--- config.mk ---
export PLATFORM = sky130hd
export DESIGN_NAME = reset_cause_unit
export DESIGN_NICKNAME = d
export VERILOG_FILES = /design/src/reset_cause_pkg.sv /design/src/reset_cause_unit.sv
export SDC_FILE = /design/constraint.sdc
export NUM_CORES = 1
export LEC_CHECK = 0
export ABC_AREA = 1
export BUFFER_PORTS_ARGS = -buffer_cell sky130_fd_sc_hd__buf_4
export CAP_MARGIN = 20
export CORE_MARGIN = 2
export CORE_UTILIZATION = 41
export CTS_CLUSTER_SIZE = 14
export DETAILED_ROUTE_END_ITERATION = 10
export PLACE_DENSITY = 0.74
export SYNTH_ARGS = -nofsm -noshare
export SYNTH_HDL_FRONTEND = slang
export SYNTH_SLANG_ARGS = --single-unit
--- constraint.sdc ---
create_clock -name REF_CLK_I -period 1.2 [get_ports REF_CLK_I]
set_clock_uncertainty 0.15 [all_clocks]
set_input_delay 0.06 -clock REF_CLK_I [delete_from_list [all_inputs] [get_ports REF_CLK_I]]
set_output_delay 0.06 -clock REF_CLK_I [all_outputs]
set_load 0.1 [all_outputs]
--- src/reset_cause_pkg.sv ---
package reset_cause_pkg;

    // ----------------------------------------------------------------
    // register addresses on the cpu address bus
    // ----------------------------------------------------------------
    localparam logic [15:0] STATUS_ADDR = 16'h1800;
    localparam logic [15:0] FORCE_ADDR  = 16'h1801;

    // ----------------------------------------------------------------
    // illegal address gaps
    // ----------------------------------------------------------------
    localparam logic [15:0] GAP_A_LO = 16'h0470;
    localparam logic [15:0] GAP_A_HI = 16'h17FF;
    localparam logic [15:0] GAP_B_LO = 16'h1860;
    localparam logic [15:0] GAP_B_HI = 16'hBFFF;

    // ----------------------------------------------------------------
    // status flag positions and values
    // ----------------------------------------------------------------
    localparam int unsigned FLAG_POR    = 7;
    localparam int unsigned FLAG_PIN    = 6;
    localparam int unsigned FLAG_WDOG   = 5;
    localparam int unsigned FLAG_ILLEGAL_OPCODE_FLAG   = 4;
    localparam int unsigned FLAG_ILLEGAL_ADDRESS_FLAG   = 3;
    localparam int unsigned FLAG_CLKGEN = 2;
    localparam int unsigned FLAG_LOWV   = 1;
    localparam int unsigned FORCE_BIT   = 0;

    localparam logic [7:0] POR_VALUE = 8'h82;
    localparam logic [7:0] READ_MASK = 8'hFE;
    localparam logic [7:0] ZERO_BYTE = 8'h00;

    // ----------------------------------------------------------------
    // reset pulse timing
    // ----------------------------------------------------------------
    localparam int unsigned CLK_PERIOD_PS = 5000;
    localparam int unsigned HOLD_TIME_NS  = 50;
    localparam logic [3:0]  HOLD_CYCLES   =
        4'((HOLD_TIME_NS * 1000 + CLK_PERIOD_PS - 1) / CLK_PERIOD_PS);
    localparam logic [3:0]  COUNT_DONE    = 4'h1;

    typedef enum logic [1:0] {
        ST_RUN  = 2'h0,
        ST_HOLD = 2'h1,
        ST_WAIT = 2'h3
    } seq_state_t;

endpackage

--- src/reset_cause_unit.sv ---
`timescale 1ns/1ps
// How it works
// - read-only 8-bit status with seven reset cause flags
// - forced debug reset leaves every status flag clear
// - any write to status address clears watchdog, flags untouched
// - power-on sets bit 7 and bit 1, others clear
// - low-voltage reset keeps bit 7, sets bit 1, clears rest
// - other resets flag each active source except force, clear power-on and low-voltage
// - external pin low sets bit 6
// - watchdog timeout sets bit 5; blocked while watchdog disabled
// - illegal opcode sets bit 4; stop or debug entry illegal when disabled
// - access in gap after ram raises illegal address reset, bit 3
// - access in gap before flash raises illegal address reset
// - unused register locations are not illegal addresses
// - clock generator request sets bit 2
// - low supply with both enables set resets and sets bit 1
// - user program writes to force register are ignored
// - force register always reads zero
// - debug write of one to force bit triggers full reset
// - stop with stop mode disabled gives illegal opcode reset
// - enabled watchdog timeout forces a reset
module reset_cause_unit (
    input  wire logic        REF_CLK_I,
    input  wire logic        RESET_I,
    input  wire logic [15:0] BUS_ADDR_I,
    input  wire logic        BUS_VALID_I,
    input  wire logic        BUS_WRITE_I,
    input  wire logic [7:0]  BUS_WDATA_I,
    input  wire logic        BUS_FROM_DEBUG_I,
    input  wire logic        OPCODE_FETCH_I,
    input  wire logic        OPCODE_UNDEFINED_I,
    input  wire logic        OPCODE_IS_STOP_I,
    input  wire logic        OPCODE_IS_DEBUG_I,
    input  wire logic        STOP_MODE_ENABLE_I,
    input  wire logic        DEBUG_MODE_ENABLE_I,
    input  wire logic        WATCHDOG_ENABLE_I,
    input  wire logic        WATCHDOG_TIMEOUT_I,
    input  wire logic        EXT_RESET_N_I,
    input  wire logic        CLKGEN_RESET_REQ_I,
    input  wire logic        LOW_VOLTAGE_TRIP_I,
    input  wire logic        LOW_VOLTAGE_RESET_ENABLE_I,
    input  wire logic        LOW_VOLTAGE_STOP_ENABLE_I,
    output logic      [7:0]  BUS_RDATA_O,
    output logic             WATCHDOG_CLEAR_O,
    output logic             MCU_RESET_O
);

    // ----------------------------------------------------------------
    // state
    // ----------------------------------------------------------------
    reset_cause_pkg::seq_state_t state;
    logic [3:0]                  hold_count;
    logic [7:0]                  status;
    logic [7:0]                  next_status;

    logic status_hit;
    logic force_hit;
    logic pin_hit;
    logic wdog_hit;
    logic illegal_opcode_flag_hit;
    logic illegal_address_flag_hit;
    logic clk_hit;
    logic lowv_hit;
    logic any_hit;
    logic in_run;

    // ----------------------------------------------------------------
    // reset source detection
    // ----------------------------------------------------------------

    // address decode for the two registers
    always_comb begin
        status_hit = BUS_VALID_I && (BUS_ADDR_I == reset_cause_pkg::STATUS_ADDR);
        force_hit  = BUS_VALID_I && BUS_WRITE_I && BUS_FROM_DEBUG_I
                     && (BUS_ADDR_I == reset_cause_pkg::FORCE_ADDR)
                     && BUS_WDATA_I[reset_cause_pkg::FORCE_BIT];
    end

    // only the two gaps count; register areas stay legal
    always_comb begin
        illegal_address_flag_hit = BUS_VALID_I && (
            ((BUS_ADDR_I >= reset_cause_pkg::GAP_A_LO)
             && (BUS_ADDR_I <= reset_cause_pkg::GAP_A_HI))
            || ((BUS_ADDR_I >= reset_cause_pkg::GAP_B_LO)
             && (BUS_ADDR_I <= reset_cause_pkg::GAP_B_HI)));
    end

    // opcode, watchdog, pin, clock and supply sources
    always_comb begin
        illegal_opcode_flag_hit = OPCODE_FETCH_I && (OPCODE_UNDEFINED_I
                   || (OPCODE_IS_STOP_I && !STOP_MODE_ENABLE_I)
                   || (OPCODE_IS_DEBUG_I && !DEBUG_MODE_ENABLE_I));
        wdog_hit = WATCHDOG_TIMEOUT_I && WATCHDOG_ENABLE_I;
        pin_hit  = !EXT_RESET_N_I;
        clk_hit  = CLKGEN_RESET_REQ_I;
        lowv_hit = LOW_VOLTAGE_TRIP_I && LOW_VOLTAGE_RESET_ENABLE_I
                   && LOW_VOLTAGE_STOP_ENABLE_I;
        any_hit  = force_hit || illegal_opcode_flag_hit || wdog_hit || pin_hit
                   || clk_hit || lowv_hit || illegal_address_flag_hit;
        in_run   = (state == reset_cause_pkg::ST_RUN);
    end

    // ----------------------------------------------------------------
    // cause capture
    // ----------------------------------------------------------------

    // low voltage dominates; the force source adds no flag of its own
    always_comb begin
        next_status = reset_cause_pkg::ZERO_BYTE;
        if (lowv_hit) begin
            next_status[reset_cause_pkg::FLAG_POR]  = status[reset_cause_pkg::FLAG_POR];
            next_status[reset_cause_pkg::FLAG_LOWV] = 1'b1;
        end else begin
            next_status[reset_cause_pkg::FLAG_PIN]    = pin_hit;
            next_status[reset_cause_pkg::FLAG_WDOG]   = wdog_hit;
            next_status[reset_cause_pkg::FLAG_ILLEGAL_OPCODE_FLAG]   = illegal_opcode_flag_hit;
            next_status[reset_cause_pkg::FLAG_ILLEGAL_ADDRESS_FLAG]   = illegal_address_flag_hit;
            next_status[reset_cause_pkg::FLAG_CLKGEN] = clk_hit;
        end
    end

    // only power-on loads the fixed pattern; other resets load the captured causes; bus data never lands here
    always_ff @(posedge REF_CLK_I) begin
        if (RESET_I) begin
            status <= reset_cause_pkg::POR_VALUE;
        end else if (in_run && any_hit) begin
            status <= next_status;
        end
    end

    // ----------------------------------------------------------------
    // reset sequencer
    // ----------------------------------------------------------------

    // events during an active reset are dropped: the cpu is halted anyway
    always_ff @(posedge REF_CLK_I) begin
        if (RESET_I) begin
            state       <= reset_cause_pkg::ST_HOLD;
            hold_count  <= reset_cause_pkg::HOLD_CYCLES;
            MCU_RESET_O <= 1'b1;
        end else begin
            case (state)
                reset_cause_pkg::ST_RUN: begin
                    if (any_hit) begin
                        state       <= reset_cause_pkg::ST_HOLD;
                        hold_count  <= reset_cause_pkg::HOLD_CYCLES;
                        MCU_RESET_O <= 1'b1;
                    end
                end
                reset_cause_pkg::ST_HOLD: begin
                    hold_count <= hold_count - 4'h1;
                    if (hold_count == reset_cause_pkg::COUNT_DONE) begin
                        state <= reset_cause_pkg::ST_WAIT;
                    end
                end
                reset_cause_pkg::ST_WAIT: begin
                    // level sources keep the part in reset until they drop
                    if (!pin_hit && !lowv_hit) begin
                        state       <= reset_cause_pkg::ST_RUN;
                        MCU_RESET_O <= 1'b0;
                    end
                end
                default: begin
                    state       <= reset_cause_pkg::ST_HOLD;
                    hold_count  <= reset_cause_pkg::HOLD_CYCLES;
                    MCU_RESET_O <= 1'b1;
                end
            endcase
        end
    end

    // ----------------------------------------------------------------
    // bus side effects
    // ----------------------------------------------------------------

    // one-cycle watchdog service pulse, from either source
    always_ff @(posedge REF_CLK_I) begin
        if (RESET_I) begin
            WATCHDOG_CLEAR_O <= 1'b0;
        end else begin
            WATCHDOG_CLEAR_O <= status_hit && BUS_WRITE_I;
        end
    end

    // registered read data; force register and unmapped read zero
    always_ff @(posedge REF_CLK_I) begin
        if (RESET_I) begin
            BUS_RDATA_O <= reset_cause_pkg::ZERO_BYTE;
        end else if (status_hit && !BUS_WRITE_I) begin
            BUS_RDATA_O <= status & reset_cause_pkg::READ_MASK;
        end else begin
            BUS_RDATA_O <= reset_cause_pkg::ZERO_BYTE;
        end
    end

    // ----------------------------------------------------------------
    // assertions
    // ----------------------------------------------------------------

    a_por_pattern: assert property (@(posedge REF_CLK_I)
        $fell(RESET_I) |-> status == reset_cause_pkg::POR_VALUE)
        else $error("power-on pattern wrong");

    a_status_readback: assert property (@(posedge REF_CLK_I)
        disable iff (RESET_I)
        status_hit && !BUS_WRITE_I |=> BUS_RDATA_O == (status & reset_cause_pkg::READ_MASK)
            && !BUS_RDATA_O[0])
        else $error("status read wrong");

    a_force_reads_zero: assert property (@(posedge REF_CLK_I)
        disable iff (RESET_I)
        BUS_VALID_I && !BUS_WRITE_I && BUS_ADDR_I == reset_cause_pkg::FORCE_ADDR
        |=> BUS_RDATA_O == reset_cause_pkg::ZERO_BYTE)
        else $error("force register read not zero");

    a_wdog_clear_write: assert property (@(posedge REF_CLK_I)
        disable iff (RESET_I)
        status_hit && BUS_WRITE_I && !any_hit |=> WATCHDOG_CLEAR_O && $stable(status))
        else $error("status write misbehaved");

    a_user_force_ignored: assert property (@(posedge REF_CLK_I)
        disable iff (RESET_I)
        in_run && !any_hit && BUS_WRITE_I && !BUS_FROM_DEBUG_I
        |=> !MCU_RESET_O)
        else $error("user write caused reset");

    a_debug_force_reset: assert property (@(posedge REF_CLK_I)
        disable iff (RESET_I)
        in_run && force_hit |=> MCU_RESET_O [*8])
        else $error("force reset too short");

    a_force_flags_clear: assert property (@(posedge REF_CLK_I)
        disable iff (RESET_I)
        in_run && force_hit && !pin_hit && !wdog_hit && !illegal_opcode_flag_hit && !clk_hit
        && !lowv_hit && !illegal_address_flag_hit |=> status == reset_cause_pkg::ZERO_BYTE)
        else $error("forced reset left flags");

    a_lowv_pattern: assert property (@(posedge REF_CLK_I)
        disable iff (RESET_I)
        in_run && lowv_hit |=> status[reset_cause_pkg::FLAG_LOWV]
            && status[reset_cause_pkg::FLAG_POR] == $past(status[reset_cause_pkg::FLAG_POR])
            && status[6:2] == 5'h00)
        else $error("low voltage pattern wrong");

    a_wdog_blocked: assert property (@(posedge REF_CLK_I)
        disable iff (RESET_I)
        in_run && WATCHDOG_TIMEOUT_I && !WATCHDOG_ENABLE_I && !any_hit |=> !MCU_RESET_O)
        else $error("disabled watchdog reset");

    a_illegal_addr: assert property (@(posedge REF_CLK_I)
        disable iff (RESET_I)
        in_run && illegal_address_flag_hit && !lowv_hit |=> status[reset_cause_pkg::FLAG_ILLEGAL_ADDRESS_FLAG] && MCU_RESET_O)
        else $error("illegal address missed");

    a_stop_illegal: assert property (@(posedge REF_CLK_I)
        disable iff (RESET_I)
        in_run && OPCODE_FETCH_I && OPCODE_IS_STOP_I && !STOP_MODE_ENABLE_I && !lowv_hit
        |=> status[reset_cause_pkg::FLAG_ILLEGAL_OPCODE_FLAG] && !status[reset_cause_pkg::FLAG_POR])
        else $error("stop not treated illegal");

    a_pin_flag: assert property (@(posedge REF_CLK_I)
        disable iff (RESET_I)
        in_run && pin_hit && !lowv_hit |=> status[reset_cause_pkg::FLAG_PIN]
            && !status[reset_cause_pkg::FLAG_LOWV])
        else $error("pin flag missed");

    c_force_reset: cover property (@(posedge REF_CLK_I) in_run && force_hit);
    c_lowv_reset: cover property (@(posedge REF_CLK_I) in_run && lowv_hit);
    c_wdog_service: cover property (@(posedge REF_CLK_I) WATCHDOG_CLEAR_O);
    c_release: cover property (@(posedge REF_CLK_I) $fell(MCU_RESET_O));

endmodule

==> metrics.md <==
| Metric | Value |
|---|---|
| Yosys cell types | 28 |
| DRC violation count after routing | 0 |
| Die Width | approximately 57 um |
| Critical Path Start Type | register |
| Main flop type after synthesis | dfxtp_1 |
| Max Root-Sink Buffers | 2 |
| Total grt overflow | 0 |
| Critical path class | reg -> reg |
| Rows | 19 |
| DR pass1 iterations | 4 |
| Slew Viols, Final | 0 |
| Layout Cells excl Fill | approximately 260 |
| Core area | around 0.0027 mm2 |
| Fin util | between 60% and 70% |
| Max Cap Violations | 0 |
| RSZ-0062 raised after global routing | yes |
| Fmax | 829 MHz |
| Post-DP HPWL | approximately 1.8 mm |
| Failing checks | negative hold slack, negative setup slack |
| # setup viols final | 1 |
| Avg Inst Size Synth | between 6 and 7 um2 |
| Inst Count DP | 249 |
| RR Endpoint | state[0] |
| Sequential cell area | 452 um2 |
| Area Overhead vs Synth | 55.2% |
| Area of the multi-input gates | around 660 um2 |
| Post-Syn Nets | 212 |
| R2R Setup Slk | -6 ps |
| Via count | around 1,200 |
| Routed WL | about 2.6 mm |
| Post-synthesis sequential area ratio | a little under two fifths |
| Post-DRT Antenna Nets | 0 |
| Reg2reg start | hold_count[1] |
| Crit. Startpoint | hold_count[1] |
| Setup TNS | -6.47 ps |
| Synth Warn # | 0 |
| First-pass GRT wire length | 4.14 mm |
| Design Area, Final | 0.00178 mm2 |
| Post CTS Setup Buffer Count | 0 |
| Routed vias/inst | around 4.7 |
| Layout cells sized above 1 | approximately two fifths |
| Die Y | 57.0 um |
| Nets | about 270 |
| Outcome | complete, but fails checks |
| # fillers | 251 |
| Placer Congestion | around 0.8 |
| Most common cell after layout, fill and taps aside | buf_4 |
| Initial antenna violation count | 0 |
| Final worst setup slack | -6.47 ps |
| Post-layout min period | 1210 ps |
| Hold WC Path Type | in -> reg |
| Clock-pin slew on the worst setup and hold paths | about 120 ps |
| Mapped Cells | 168 |
| Peak fanout along the critical path | 4 |
| Die Area | 0.00324 mm2 |
| IO Port Bufs | between 40 and 50 |
| Num CTS Buffers | 3 |
| Worst path arrival time | between 1000 and 1500 ps |
| Leak Pwr | between 0.8 and 0.9 nW |
| CTS Root Cell | clkbuf_4 |
| GR Util All Layers | between 10% and 20% |
| Iteration-0 DRC Markers | 17 |
| CTS tree | done |
| Wirelength per Cell | 9.85 um |
| CP endpoint kind | register |
| Initial Utilization | a little over two fifths |
| Synthesized flop and latch total | 22 |
| Post-route clock period utilization | 101% |
| Number of global-route vias before repair | about 1,100 |
| Most frequent cells in the layout | buf_4 (53), nand2_1 (36), inv_1 (26) |
| CTS Hold Bufs | 6 |
| Placed cell area | 0.00157 mm2 |
| Reg2reg path depth | 5 |
| Cell Area, Synth | between 0.001 and 0.0015 mm2 |
| Largest net degree at the start of global routing | 14 |
| Cell area power density | about 950 mW/mm2 |
| Post-synth EDFFs | 0 |
| TritonCTS Sinks | 22 |
| H-tree levels | 1 |
| CP required | roughly 1300 ps |
| VDD IR max | 0.993 mV |
| Crit path to | state[0] |
| Worst hold slack | -48.9 ps |
| I/O pins | 52 |
| Fin. Hold Viols | 5 |
| N_diodes | 0 |
| Clk_lat worst skew | 300 ps |
| Synth async-reset ratio | 0% |
[sequential cells by signal, summed over array words and instances (netlist names)]
signal,flops
BUS_RDATA_O,7
status,7
hold_count,4
state,2
MCU_RESET_O,1
WATCHDOG_CLEAR_O,1
[how the worst min path moves through the flow]
stage | startpoint | to | cells past startpoint
3_3_place_gp | BUS_WRITE_I | WATCHDOG_CLEAR_O | 4
6_report | BUS_ADDR_I[0] | WATCHDOG_CLEAR_O | 5
5_1_grt | RESET_I | hold_count[3] | 4
3_5_place_dp | BUS_WRITE_I | WATCHDOG_CLEAR_O | 4
4_1_cts | RESET_I | WATCHDOG_CLEAR_O | 5
2_1_floorplan | BUS_WRITE_I | WATCHDOG_CLEAR_O | 2
[report_power, final]
part	leakage [nW]	internal [mW]	switching (mW)
Sequential	0.178	0.755	0.0259
Clock	0.0279	0.338	0.222
Combinational	0.669	0.180	0.175
Total	0.875	1.27	0.424
[layout make-up]
type / count / area share, %
clock buffer: 3 / 1.26
clock inverter: 1 / 1.68
inverter: 31 / 6.80
multi-input combinational: 112 / 37.1
sequential: 22 / 25.3
tap: 31 / 2.17
timing repair buffer: 59 / 25.7
[critical path: stages (launching register included)]
cell and delay, ps:
dfxtp_2 350, inv_4 80, ha_4 140, a31oi_4 70
o31ai_2 240, nand2_1 70
[metal layers]
layer  global-route usage, %  vias to the layer above  wire, um
met5                       0                        -         0
met4                    5.65                        0        59
met3                    3.85                        6       103
met2                    28.7                       32      1350
met1                    17.7                      542      1040
li1                        -                      644         -
[Yosys cell counts, types with 3 or more instances]
cell type / number / area share (%)
nor2_1: 16 / 5.2
dfxtp_1: 22 / 38
a21oi_1: 11 / 4.8
nand3b_1: 4 / 2.6
nand2_1: 38 / 12
nor2_2: 10 / 5.4
nand2_2: 3 / 1.6
inv_1: 30 / 9.8
nand3_1: 9 / 3.9
[cell families after synthesis]
group,after synthesis,share of synthesized area [%]
AOI/OAI and AO/OA,19,9.25
xor gates and xnor gates,1,0.762
adders and majority gates,2,2.18
buffers and inverters,34,12.1
DFF,22,38.3
other,1,0.326
and+or+nand+nor,89,37.1
[timing repair]
item | in CTS | in global routing
resized for setup | 3 | 27
endpoints found under the setup margin | 5 | 14
pin swaps | 0 | 6
hold endpoints to repair | 9 | 5
[through the flow]
stage	setup WS [ps]	total power, mW
2_1_floorplan	-0.000555	0.951
3_3_place_gp	-203	1.08
3_5_place_dp	-228	1.09
4_1_cts	-14.7	1.66
5_1_grt	-54.7	1.78
6_report	-6.47	1.70
No activity file was read; power rests on OpenSTA's default activity.
